## src/logic/mhc_cfg.svh

```systemverilog
// constants for the maintenance hours counter
//
// What this block does
// - rising edge of lap_load clears expiry and reloads remaining hours
// - rising edge of full_clear clears expiry, zeroes total, reloads
// - service interval is whole hours, 0 to 9999
// - operating hours take a start offset, range 0 to 99999
// - expiry set at zero remaining, cleared while either reset is high
// - with idle_also_clears, a low monitor also clears expiry
// - time accrues and remaining counts down only while monitor is high
// - lap_load leaves the operating hours total untouched
// - total keeps counting while monitor high, whatever lap_load does
// - total saturates at 99999 hours, never wraps
// - start derives remaining as unused part of current interval
// - total, remaining and expiry survive power loss via restore
`ifndef MHC_CFG_SVH
`define MHC_CFG_SVH

// ---------------------------------------------------------------------
// timing
// ---------------------------------------------------------------------
`define MHC_CLK_PERIOD_NS 10
`define MHC_HOUR_S        3600
`define MHC_HOUR_CYCLES   (64'd`MHC_HOUR_S * 64'd1000000000 / \
                           64'd`MHC_CLK_PERIOD_NS)

// ---------------------------------------------------------------------
// limits and reset values
// ---------------------------------------------------------------------
`define MHC_INTERVAL_MAX  14'd9999
`define MHC_HOURS_MAX     17'd99999
`define MHC_INTERVAL_RST  14'd9999
`define MHC_REMAIN_RST    14'd9999
`define MHC_HOURS_RST     17'd0
`define MHC_DIV_STEPS     5'd17

// ---------------------------------------------------------------------
// register byte offsets
// ---------------------------------------------------------------------
`define MHC_OFF_CTRL      32'h0000_0000
`define MHC_OFF_INTERVAL  32'h0000_0004
`define MHC_OFF_HOURS     32'h0000_0008
`define MHC_OFF_REMAIN    32'h0000_000c
`define MHC_OFF_STATUS    32'h0000_0010

// ---------------------------------------------------------------------
// field positions
// ---------------------------------------------------------------------
`define MHC_CTRL_IDLE_BIT   0
`define MHC_CTRL_START_BIT  1
`define MHC_STAT_EXP_BIT    0
`define MHC_STAT_MON_BIT    1
`define MHC_STAT_BUSY_BIT   2
`define MHC_SYN_MON         0
`define MHC_SYN_LAP         1
`define MHC_SYN_FULL        2

`endif

```

## src/logic/mhc_pkg.sv

```systemverilog
// types shared by the maintenance hours counter modules
package mhc_pkg;

   // register selected by a bus address
   typedef enum logic [2:0] {
      REG_CTRL,
      REG_INTERVAL,
      REG_HOURS,
      REG_REMAIN,
      REG_STATUS,
      REG_NONE
   } mhc_reg_e;

   // top level state
   typedef struct packed {
      logic [2:0]  sync1;
      logic [2:0]  sync2;
      logic [2:0]  prev;
      logic        idleClears;
      logic [13:0] interval;
      logic [13:0] remaining;
      logic [16:0] hours;
      logic        expiry;
      logic        startReq;
      logic        useResult;
      logic        pend;
      logic        pendWrite;
      logic [31:0] pendAddr;
      logic        hreadyout;
      logic        hresp;
      logic [31:0] hrdata;
   } mhc_top_s;

   // remainder calculator state
   typedef struct packed {
      logic        busy;
      logic        done;
      logic [4:0]  steps;
      logic [16:0] shift;
      logic [13:0] divisor;
      logic [14:0] rem;
   } mhc_div_s;

   // hour prescaler state
   typedef struct packed {
      logic [39:0] count;
      logic        tick;
   } mhc_tick_s;

endpackage : mhc_pkg

```

## src/logic/mhc_div_if.sv

```systemverilog
// link between the counter core and its remainder calculator
`timescale 1ns/1ps
interface mhc_div_if;
   logic        start;
   logic [16:0] dividend;
   logic [13:0] divisor;
   logic        busy;
   logic        done;
   logic [13:0] remainder;

   modport req  (output start, dividend, divisor,
                 input  busy, done, remainder);
   modport calc (input  start, dividend, divisor,
                 output busy, done, remainder);
endinterface : mhc_div_if

```

## src/logic/mhc_hour_tick.sv

```systemverilog
// prescaler that turns monitored on-time into one hour ticks
`timescale 1ns/1ps
`include "mhc_cfg.svh"
module mhc_hour_tick #(
   parameter logic [39:0] HOUR_CYCLES = 40'(`MHC_HOUR_CYCLES)
) (
   input  wire logic clk,
   input  wire logic rstn,
   input  wire logic run,
   input  wire logic clear,
   output      logic tick
);
   mhc_pkg::mhc_tick_s s;
   mhc_pkg::mhc_tick_s next_s;

   // ------------------------------------------------------------------
   // counting
   // ------------------------------------------------------------------
   // fraction of the hour is kept while the monitor is low
   always_comb
   begin
      next_s = s;
      next_s.tick = 1'b0;
      if (clear)
      begin
         next_s.count = 40'h0;
      end
      else if (run)
      begin
         if (s.count >= HOUR_CYCLES - 40'h1)
         begin
            next_s.count = 40'h0;
            next_s.tick = 1'b1;
         end
         else
         begin
            next_s.count = s.count + 40'h1;
         end
      end
   end

   // state register
   always_ff @(posedge clk or negedge rstn)
   begin
      if (!rstn)
         s <= '0;
      else
         s <= next_s;
   end

   assign tick = s.tick;
endmodule : mhc_hour_tick

```

## src/logic/mhc_rem_calc.sv

```systemverilog
// restoring remainder of operating hours by the service interval
`timescale 1ns/1ps
`include "mhc_cfg.svh"
module mhc_rem_calc (
   input  wire logic clk,
   input  wire logic rstn,
   mhc_div_if.calc   div
);
   mhc_pkg::mhc_div_s s;
   mhc_pkg::mhc_div_s next_s;
   logic [14:0]       trial;

   // ------------------------------------------------------------------
   // shift and subtract, one dividend bit per clock
   // ------------------------------------------------------------------
   always_comb
   begin
      next_s = s;
      next_s.done = 1'b0;
      trial = {s.rem[13:0], s.shift[16]};
      if (s.busy)
      begin
         if (trial >= {1'b0, s.divisor})
            next_s.rem = trial - {1'b0, s.divisor};
         else
            next_s.rem = trial;
         next_s.shift = {s.shift[15:0], 1'b0};
         next_s.steps = s.steps - 5'd1;
         if (s.steps == 5'd1)
         begin
            next_s.busy = 1'b0;
            next_s.done = 1'b1;
         end
      end
      else if (div.start)
      begin
         next_s.busy = 1'b1;
         next_s.steps = `MHC_DIV_STEPS;
         next_s.shift = div.dividend;
         next_s.divisor = div.divisor;
         next_s.rem = 15'h0;
      end
   end

   // state register
   always_ff @(posedge clk or negedge rstn)
   begin
      if (!rstn)
         s <= '0;
      else
         s <= next_s;
   end

   assign div.busy = s.busy;
   assign div.done = s.done;
   assign div.remainder = s.rem[13:0];
endmodule : mhc_rem_calc

```

## src/logic/mhc_hours_counter.sv

```systemverilog
// operating hours and service interval counter with ahb-lite registers
`timescale 1ns/1ps
`include "mhc_cfg.svh"
module mhc_hours_counter #(
   parameter logic [39:0] HOUR_CYCLES = 40'(`MHC_HOUR_CYCLES)
) (
   input  wire logic        clk,
   input  wire logic        rstn,
   input  wire logic        monitor,
   input  wire logic        lapLoad,
   input  wire logic        fullClear,
   output      logic        expiry,
   input  wire logic        hsel,
   input  wire logic [31:0] haddr,
   input  wire logic [1:0]  htrans,
   input  wire logic        hwrite,
   input  wire logic [2:0]  hsize,
   input  wire logic [31:0] hwdata,
   input  wire logic        hready,
   output      logic        hreadyout,
   output      logic        hresp,
   output      logic [31:0] hrdata
);
   mhc_pkg::mhc_top_s s;
   mhc_pkg::mhc_top_s next_s;
   mhc_div_if         divLink ();
   logic              hourTick;
   logic              monitorOn;
   logic              lapRise;
   logic              fullRise;
   logic              resetHeld;

   // ------------------------------------------------------------------
   // helpers
   // ------------------------------------------------------------------
   // map a byte address onto a register
   function automatic mhc_pkg::mhc_reg_e regOf(input logic [31:0] addr);
      mhc_pkg::mhc_reg_e r;
      r = mhc_pkg::REG_NONE;
      unique case (addr)
         `MHC_OFF_CTRL:     r = mhc_pkg::REG_CTRL;
         `MHC_OFF_INTERVAL: r = mhc_pkg::REG_INTERVAL;
         `MHC_OFF_HOURS:    r = mhc_pkg::REG_HOURS;
         `MHC_OFF_REMAIN:   r = mhc_pkg::REG_REMAIN;
         `MHC_OFF_STATUS:   r = mhc_pkg::REG_STATUS;
         default:           r = mhc_pkg::REG_NONE;
      endcase
      return r;
   endfunction : regOf

   // limit a written word to a 14 bit hour count
   function automatic logic [13:0] clampInterval(input logic [31:0] v);
      if (v > 32'(`MHC_INTERVAL_MAX))
         return `MHC_INTERVAL_MAX;
      else
         return v[13:0];
   endfunction : clampInterval

   // ------------------------------------------------------------------
   // submodules
   // ------------------------------------------------------------------
   // hour prescaler, runs only on monitored on-time
   mhc_hour_tick #(
      .HOUR_CYCLES (HOUR_CYCLES)
   ) u_tick (
      .clk   (clk),
      .rstn  (rstn),
      .run   (monitorOn),
      .clear (fullRise),
      .tick  (hourTick)
   );

   // remainder of hours by interval for the start calculation
   mhc_rem_calc u_rem (
      .clk  (clk),
      .rstn (rstn),
      .div  (divLink.calc)
   );

   assign divLink.start    = s.startReq;
   assign divLink.dividend = s.hours;
   assign divLink.divisor  = s.interval;

   // ------------------------------------------------------------------
   // synchronised inputs and edges
   // ------------------------------------------------------------------
   assign monitorOn = s.sync2[`MHC_SYN_MON];
   assign lapRise   = s.sync2[`MHC_SYN_LAP] & ~s.prev[`MHC_SYN_LAP];
   assign fullRise  = s.sync2[`MHC_SYN_FULL] & ~s.prev[`MHC_SYN_FULL];
   assign resetHeld = s.sync2[`MHC_SYN_LAP] | s.sync2[`MHC_SYN_FULL];

   // ------------------------------------------------------------------
   // next state
   // ------------------------------------------------------------------
   always_comb
   begin
      next_s = s;
      // two stage synchronisers, then an edge history stage
      next_s.sync1 = {fullClear, lapLoad, monitor};
      next_s.sync2 = s.sync1;
      next_s.prev = s.sync2;
      next_s.startReq = 1'b0;
      next_s.hreadyout = 1'b1;
      next_s.hresp = 1'b0;

      // bus: one wait state, then write or read data
      if (s.pend)
      begin
         next_s.pend = 1'b0;
         if (s.pendWrite)
         begin
            unique case (regOf(s.pendAddr))
               mhc_pkg::REG_CTRL:
               begin
                  next_s.idleClears = hwdata[`MHC_CTRL_IDLE_BIT];
                  if (hwdata[`MHC_CTRL_START_BIT] && !divLink.busy)
                  begin
                     next_s.startReq = 1'b1;
                     next_s.useResult = 1'b1;
                  end
               end
               mhc_pkg::REG_INTERVAL:
                  next_s.interval = clampInterval(hwdata);
               mhc_pkg::REG_HOURS:
                  if (hwdata > 32'(`MHC_HOURS_MAX))
                     next_s.hours = `MHC_HOURS_MAX;
                  else
                     next_s.hours = hwdata[16:0];
               mhc_pkg::REG_REMAIN:
                  next_s.remaining = clampInterval(hwdata);
               mhc_pkg::REG_STATUS:
                  next_s.expiry = hwdata[`MHC_STAT_EXP_BIT];
               mhc_pkg::REG_NONE:
                  next_s.pend = 1'b0;
            endcase
         end
         else
         begin
            unique case (regOf(s.pendAddr))
               mhc_pkg::REG_CTRL:
                  next_s.hrdata = {31'h0, s.idleClears};
               mhc_pkg::REG_INTERVAL:
                  next_s.hrdata = {18'h0, s.interval};
               mhc_pkg::REG_HOURS:
                  next_s.hrdata = {15'h0, s.hours};
               mhc_pkg::REG_REMAIN:
                  next_s.hrdata = {18'h0, s.remaining};
               mhc_pkg::REG_STATUS:
                  next_s.hrdata = {29'h0, divLink.busy, monitorOn,
                                   s.expiry};
               mhc_pkg::REG_NONE:
                  next_s.hrdata = 32'h0;
            endcase
         end
      end
      else if (hsel && htrans[1] && hready)
      begin
         next_s.pend = 1'b1;
         next_s.pendWrite = hwrite;
         next_s.pendAddr = haddr;
         next_s.hreadyout = 1'b0;
      end

      // hour tick while the monitor is high
      if (hourTick && monitorOn)
      begin
         if (next_s.hours < `MHC_HOURS_MAX)
            next_s.hours = next_s.hours + 17'd1;
         if (!divLink.busy && next_s.remaining != 14'd0)
            next_s.remaining = next_s.remaining - 14'd1;
      end

      // start: unused part of the current interval
      if (divLink.done && s.useResult)
      begin
         next_s.useResult = 1'b0;
         if (next_s.interval == 14'd0)
            next_s.remaining = 14'd0;
         else
            next_s.remaining = next_s.interval
                               - divLink.remainder;
      end

      // reset edges override the remaining count and start result above
      if (lapRise || fullRise)
      begin
         next_s.remaining = next_s.interval;
         next_s.useResult = 1'b0;
      end
      if (fullRise)
         next_s.hours = 17'd0;
      // lap_load alone never touches the total

      // expiry: clear terms win over the set term
      if (resetHeld || (s.idleClears && !monitorOn))
         next_s.expiry = 1'b0;
      else if (next_s.remaining == 14'd0)
         next_s.expiry = 1'b1;
   end

   // ------------------------------------------------------------------
   // state register
   // ------------------------------------------------------------------
   always_ff @(posedge clk or negedge rstn)
   begin
      if (!rstn)
      begin
         s <= '0;
         s.interval <= `MHC_INTERVAL_RST;
         s.remaining <= `MHC_REMAIN_RST;
         s.hours <= `MHC_HOURS_RST;
         s.hreadyout <= 1'b1;
      end
      else
      begin
         s <= next_s;
      end
   end

   // outputs straight from state
   assign expiry    = s.expiry;
   assign hreadyout = s.hreadyout;
   assign hresp     = s.hresp;
   assign hrdata    = s.hrdata;
endmodule : mhc_hours_counter

```

## config.mk

```make
export PLATFORM = sky130hd
export DESIGN_NAME = mhc_hours_counter
export DESIGN_NICKNAME = d
export VERILOG_FILES = /design/src/logic/mhc_pkg.sv /design/src/logic/mhc_div_if.sv /design/src/logic/mhc_hour_tick.sv /design/src/logic/mhc_rem_calc.sv /design/src/logic/mhc_hours_counter.sv
export VERILOG_INCLUDE_DIRS = /design/src /design/src/logic
export SDC_FILE = /design/constraint.sdc
export NUM_CORES = 1
export LEC_CHECK = 0
export BUFFER_PORTS_ARGS = -buffer_cell sky130_fd_sc_hd__buf_2
export CAP_MARGIN = 15
export CELL_PAD_IN_SITES_DETAIL_PLACEMENT = 1
export CELL_PAD_IN_SITES_GLOBAL_PLACEMENT = 1
export CORE_AREA = 2 2 144 216
export CTS_CLUSTER_SIZE = 12
export DETAILED_ROUTE_END_ITERATION = 10
export DIE_AREA = 0 0 146 218
export PLACE_DENSITY = 0.82
export SLEW_MARGIN = 15
export SYNTH_ARGS = -nofsm -noshare
export SYNTH_HDL_FRONTEND = slang
export SYNTH_HIERARCHICAL = 1
export SYNTH_SLANG_ARGS = --single-unit
```

## constraint.sdc

```tcl
create_clock -name clk -period 6 [get_ports clk]
set_input_delay 1.2 -clock clk [delete_from_list [all_inputs] [get_ports clk]]
set_output_delay 1.2 -clock clk [all_outputs]
set_load 0.05 [all_outputs]
```

==> results of run 1 <==
==> state kept, by name (all words and copies together) (netlist names) <==
signal,count
u_tick/tick,1
monitorOn,1
expiry,1
u_rem/div.remainder,14
u_tick/s,40
divLink.start,1
s,52
divLink.dividend,17
u_rem/div.busy,1
hreadyout,1
hrdata,17
u_rem/s,36
divLink.divisor,14
u_rem/div.done,1
next_s,5
==> worst register-to-register path, stage by stage, from the launching register on <==
cell,delay (ns)
dfrtp_1,0.39
nor4_1,0.58
nand3_1,0.46
nor4_2,0.31
buf_4,0.25
mux2_2,0.40
inv_1,0.07
ha_1,0.16
inv_1,0.06
fa_1,0.40
a21oi_1,0.24
o211ai_1,0.17
o41ai_1,0.29
buf_4,0.18
o211ai_1,0.16
xor2_1,0.17
and2_1,0.17
a221o_1,0.29
nand4b_1,0.22
o41ai_2,0.37
==> final timing paths <==
kind                                  start                     end  cells after the start  slack (ns)
worst max-delay path                  s[52]                  expiry                     19        0.53
worst min-delay path            next_s[122]             next_s[119]                      0        0.35
worst max register to register        s[52]                  expiry                     19        0.53
worst min register to register  next_s[122]             next_s[119]                      0        0.35
max in group asynchronous              rstn                   s[52]                      2        4.20
min in group asynchronous              rstn  u_rem/div.remainder[7]                      1        0.69
==> power by group through the flow <==
stage          Clock, mW  Sequential, mW  Combinational [mW]
2_1_floorplan          0            1.62                1.12
4_1_cts             1.47            1.65                1.44
3_3_place_gp           0            1.66                1.36
5_1_grt             1.51            1.67                1.59
3_5_place_dp           0            1.67                1.42
6_report            1.44            1.65                1.44
==> cell type report <==
class                           instances  area [um2]
Clock buffer                           36       664.4
Clock inverter                          6       90.09
Fill cell                            3651       15260
Inverter                               76       285.3
Multi-Input combinational cell       1209        7470
Sequential cell                       202        5077
Tap cell                              400       500.5
Timing Repair Buffer                  122       709.4
==> through the flow <==
step	instance area (um2)	power, mW	hold WS (ns)	util
floorplan	13610	2.742	0.3312	-
global placement	14040	3.021	0.3360	0.4671
detailed placement	14040	3.087	0.3371	0.4671
CTS	14790	4.554	0.3520	0.4922
global route	14800	4.770	0.3616	0.4923
finish	14800	4.531	0.3491	0.4923
==> cells by family after synthesis <==
kind of cell,Yosys count,share of synthesized area
adders and majority gates,34,0.03249
xor gates and xnor gates,38,0.02455
buffers and inverters,213,0.08003
other,1,0.0002767
AOI/OAI and AO/OA,358,0.1783
DFF,202,0.3745
and+or+nand+nor,718,0.2758
muxes,45,0.03406
==> per-layer routing <==
| layer | part of all wire | vias up | track usage |
|---|---|---|---|
| li1 | - | 5825 | - |
| met1 | 0.37 | 6340 | 0.3111 |
| met2 | 0.53 | 314 | 0.5451 |
| met3 | 0.036 | 145 | 0.03326 |
| met4 | 0.066 | 0 | 0.1790 |
| met5 | 0 | - | 0 |
==> layout by cell type, fill, tap and decap left out, types with 10 or more instances in the layout <==
cell	n
and2_1	10
nor2_1	100
a41oi_1	21
and3_1	15
buf_2	90
xnor2_1	23
clkbuf_16	23
inv_1	73
and4_1	15
a31oi_1	20
nand4_1	53
ha_1	32
o31ai_1	15
a21oi_1	71
xor2_1	15
mux2i_1	36
or4_1	12
nand2b_1	23
nand3_1	65
nand2_1	274
dfrtp_1	184
nor3_1	29
dfstp_2	17
o211ai_1	23
nor3b_1	12
conb_1	16
o21ai_0	93
nor4_1	33
a22o_1	13
buf_4	30
==> cell usage after synthesis (23+ instances only) <==
cell      instances  share of area
ha_1             32          0.030
a21oi_1          71          0.026
buf_4            53          0.029
nand3_1          65          0.024
nor3_1           30          0.011
o211ai_1         23          0.013
o21ai_0          93          0.034
nand4_1          53          0.024
xnor2_1          23          0.015
nand2_1         274          0.076
dfrtp_1         185           0.34
nor2_1          101          0.028
nand2b_1         23          0.011
mux2i_1          36          0.027
clkbuf_1         51          0.014
nor4_1           33          0.015
inv_1            73          0.020
==> reports/results.ini, run 1 <==
[grt]
grt_max_degree=128
first_global_vias=13400
antenna_found_initial=0
track_usage=0.2911
grt_pass1_wl_um=73580
overflow=0

[worst_setup_path]
cp-end-kind=register
crit_path_max_incr_delay_ns=0.58
critPathSlowestCell=nor4_1
worstPathRequired_ns=6.43
cp_cell_sequence=nor4_1 -> nand3_1 -> nor4_2 -> buf_4 -> mux2_2 -> inv_1 -> ha_1 -> inv_1 -> fa_1 -> a21oi_1 -> o211ai_1 -> o41ai_1 -> buf_4 -> o211ai_1 -> xor2_1 -> and2_1 -> a221o_1 -> nand4b_1 -> o41ai_2
worstSetupPathType=reg -> reg
path_delay_family=simple AND/OR/NAND/NOR gates
crit_path_start_kind=register
cp_max_fo=7
critPathBufInv=4
cp.arrival_ns=5.90

[synthesis]
synth.avg_cell_area_um2=8.424
syn_area_um2=13550
async_reset_ff_frac=1.000
seq_area_frac_synth=0.3745
ys_warn_count=6
ys.flop_type=dfrtp_1
synthCells=1609
synth_edf_count=0
ys_ff_latch=202
yosys.cell_types.count=103

[cts]
clock_path_buffers=3
root_buffer=clkbuf_16
numCtsBuffers=23
postCtsSetupBuffers=0
cts_resized=0
cts-htree-levels=1
clkTransAtPathRegs_ns=0.06
clkSinkCount=202
cts_hold_buf=0
clk_latency_ns=0.55
cts_tree=yes

[placement]
pre_cts_ws_ns=0.1827
place_hpwl_um=34770
gp_congestion=0.9805
numPortBuffers=91
dp.cells=2009

[sta]
max_freq_ghz=0.1828
min_period_ns=5.471
setup-tns-final_ns=0
hold_viol_final=0
worst_slew_pin_slew_ns=1.075
finalSetupViolCount=0
final.setup.worst_slack_ns=0.5286
drv_slew=0
min_period_over_period=0.9119
max_slew_margin=0.2812
rsz0062_at_grt=false
fin_skew_ns=0.02956

[pwr]
switching_power_mw=1.649
leakagePower_nw=6.181
pwr-share-comb=0.319
p_sw_frac=0.3641
clockPowerShare=0.317
p_int_mw=2.881
power_frac_seq=0.364
power_density_nw_per_um2=306.2
ir_worst_vdd_uv=239.3

[floorplanning]
start_util=0.4509
die_area_um2=31830
core_um2=30060
rows=78
io_pins=112
die-width_um=146
die_y_um=218

[routing]
wl_um=46750
drt_iter0_markers=636
drtAntennaViolNets=0
wl_per_cell_um=22.79
drc=0
dr.pass1.iters=5
vias_per_cell=6.155
dr_total_vias=12620

[finish]
layout-drive-gt1-share=0.1411
layout.cells.non_filler=2051
diodes=0
finalNetCount=1745
area_growth_pct=9.166

[flow_run]
maxCapViolCount=0

[min_path]
holdCritPathClass=reg -> reg

[status]
status=finished clean

No activity file was read; power rests on OpenSTA's default activity.
==> inputs of run 2 (changes only) <==
--- a/config.mk
+++ b/config.mk
@@ -14,6 +14,7 @@
 export CTS_CLUSTER_SIZE = 12
 export DETAILED_ROUTE_END_ITERATION = 10
 export DIE_AREA = 0 0 146 218
+export GPL_ROUTABILITY_DRIVEN = 0
 export PLACE_DENSITY = 0.82
 export SLEW_MARGIN = 15
 export SYNTH_ARGS = -nofsm -noshare
==> constraint.sdc (replaced) <==
create_clock -name clk -period 6 [get_ports clk]
set_input_delay 1.2 -clock clk [delete_from_list [all_inputs] [get_ports clk]]
set_output_delay 1.2 -clock clk [all_outputs]
set_load 0.1 [all_outputs]
==> run 2 against run 1 <==
  * First-iteration DRC count decreased by 6.1%
  * Design area fell by 0.54%
  * Sequential power hardly changed
  * Largest cell class unchanged
  * Clock power is 8% lower
==> reports/results.ini, run 2 (same netlist as run 1, synthesis figures left out) <==
[sta]
rsz0062_at_grt=false
max_slew_margin=0.2643
fin_skew_ns=0.008604
finalSetupViolCount=0
hold_viol_final=0
max_freq_ghz=0.1883
drv_slew=0
setup-tns-final_ns=0
min_period_ns=5.311
worst_slew_pin_slew_ns=1.097
min_period_over_period=0.8851

[finish]
fill_cells=3701
layout-drive-gt1-share=0.1385
area_growth_pct=8.576
design_area_um2=14720
largest_register_ffs=52
regMostFlops=s
top_regs=s x52, u_tick/s x40, u_rem/s x36
layout_common_cells=nand2_1 (274), dfrtp_1 (184), nor2_1 (101)
final_util=0.4896
finalNetCount=1741
final_common_cell=nand2_1

[worst_setup_path]
worstSetupPathType=reg -> reg
crit_path_max_incr_delay_ns=0.53
cp-end-kind=register
r2r_start=s[53]
r2r_setup_slack_ns=0.69
worstPathRequired_ns=6.43
crit_path_start_kind=register
r2r-end=expiry
cp_max_fo=7
cp_cell_sequence=nor4_1 -> nand3_1 -> nor4_2 -> buf_4 -> mux2_2 -> inv_1 -> ha_1 -> inv_1 -> fa_1 -> a21oi_1 -> o211ai_1 -> o41ai_1 -> buf_4 -> o211ai_1 -> xor2_1 -> and2_1 -> a221o_1 -> nand4b_1 -> o41ai_2
reg2regPathDepth=19
cp.arrival_ns=5.74
critPathBufInv=4
path_delay_family=simple AND/OR/NAND/NOR gates
critPathSlowestCell=nor4_1

[pwr]
ir_worst_vdd_uv=221.5
power_density_nw_per_um2=302.7
leakagePower_nw=6.139

[floorplanning]
io_pins=112
die_area_um2=31830
die-width_um=146
core_um2=30060
start_util=0.4509
die_y_um=218
rows=78

[cts]
cts_hold_buf=0
clkSinkCount=202
postCtsSetupBuffers=0
cts-htree-levels=1
cts_resized=0
clock_path_buffers=3
root_buffer=clkbuf_16
clkTransAtPathRegs_ns=0.06
numCtsBuffers=22
cts_tree=yes
clk_latency_ns=0.53

[grt]
first_global_vias=13450
grt_pass1_wl_um=73590
track_usage=0.2890
grt_max_degree=125
overflow=0
antenna_found_initial=3

[min_path]
hold_start=next_s[121]
holdCritPathClass=reg -> reg
whs_path_depth=0
holdPathEnd=next_s[118]

[routing]
vias_per_cell=6.218
wl_per_cell_um=22.72
dr_total_vias=12740
drc=0
drt_iter0_markers=597
drtAntennaViolNets=0
wl_um=46520
dr.pass1.iters=6

[placement]
placed_area_um2=14020
place_hpwl_um=34270
numPortBuffers=91

[flow_run]
maxCapViolCount=0

[status]
status=finished clean

[run 2: cell count changes in the layout (fill, tap and decap cells not counted), sizes merged]
cell,change
clkinv,+2
inv,-2
diode,+2
buf,-3
bufinv,-2
[run 2: worst max-delay path by stage]
stage               startpoint      to  slack, ns  cells after the start
finish                   s[53]  expiry       0.69                     19
global route             s[53]  expiry       0.39                     19
CTS                      s[53]  expiry       0.72                     19
detailed placement   hwdata[7]  expiry       0.28                     19
global placement     hwdata[7]  expiry       0.32                     19
floorplan            hwdata[6]  expiry       0.72                     18
[run 2: worst reg2reg max path, stage by stage (launching register included)]
cell      delay (ns)
dfrtp_1         0.37
nor4_1          0.53
nand3_1         0.45
nor4_2          0.32
buf_4           0.23
mux2_2          0.39
inv_1           0.07
ha_1            0.16
inv_1           0.06
fa_1            0.41
a21oi_1         0.22
o211ai_1        0.16
o41ai_1         0.33
buf_4           0.19
o211ai_1        0.14
xor2_1          0.17
and2_1          0.17
a221o_1         0.28
nand4b_1        0.22
o41ai_2         0.33
[run 2: area by class of cell]
| cell class | instances | area (um2) | share of cell area |
|---|---|---|---|
| Antenna cell | 2 | 5.005 | 0.0003401 |
| Tap cell | 400 | 500.5 | 0.03401 |
| Clock inverter | 4 | 31.28 | 0.002125 |
| Multi-Input combinational cell | 1209 | 7467 | 0.5074 |
| Timing Repair Buffer | 119 | 686.9 | 0.04668 |
| Sequential cell | 202 | 5077 | 0.3450 |
| Inverter | 76 | 285.3 | 0.01938 |
| Clock buffer | 36 | 663.1 | 0.04506 |
[run 2: routing by layer]
| metal | global-route usage | wire length [um] |
|---|---|---|
| met5 | 0 | 11 |
| met4 | 0.2113 | 3937 |
| met3 | 0.03703 | 1895 |
| met2 | 0.5242 | 23850 |
| met1 | 0.3069 | 16830 |
[run 2: power breakdown]
group | leakage (nW) | internal, mW | switching (mW)
Clock | 0.342 | 0.756 | 0.577
Combinational | 3.19 | 0.534 | 0.933
Sequential | 2.61 | 1.50 | 0.155
Total | 6.14 | 2.79 | 1.67
[run 2: stage by stage]
| stage | hold WS [ns] | setup WS (ns) | total power, mW | instances |
|---|---|---|---|---|
| 2_1_floorplan | 0.3312 | 0.7215 | 2.778 | 1624 |
| 3_3_place_gp | 0.3355 | 0.3165 | 3.041 | 2006 |
| 3_5_place_dp | 0.3418 | 0.2822 | 3.109 | 2006 |
| 4_1_cts | 0.3621 | 0.7204 | 4.469 | 2046 |
| 5_1_grt | 0.3678 | 0.3895 | 4.697 | 2046 |
| 6_report | 0.3555 | 0.6895 | 4.455 | 2048 |
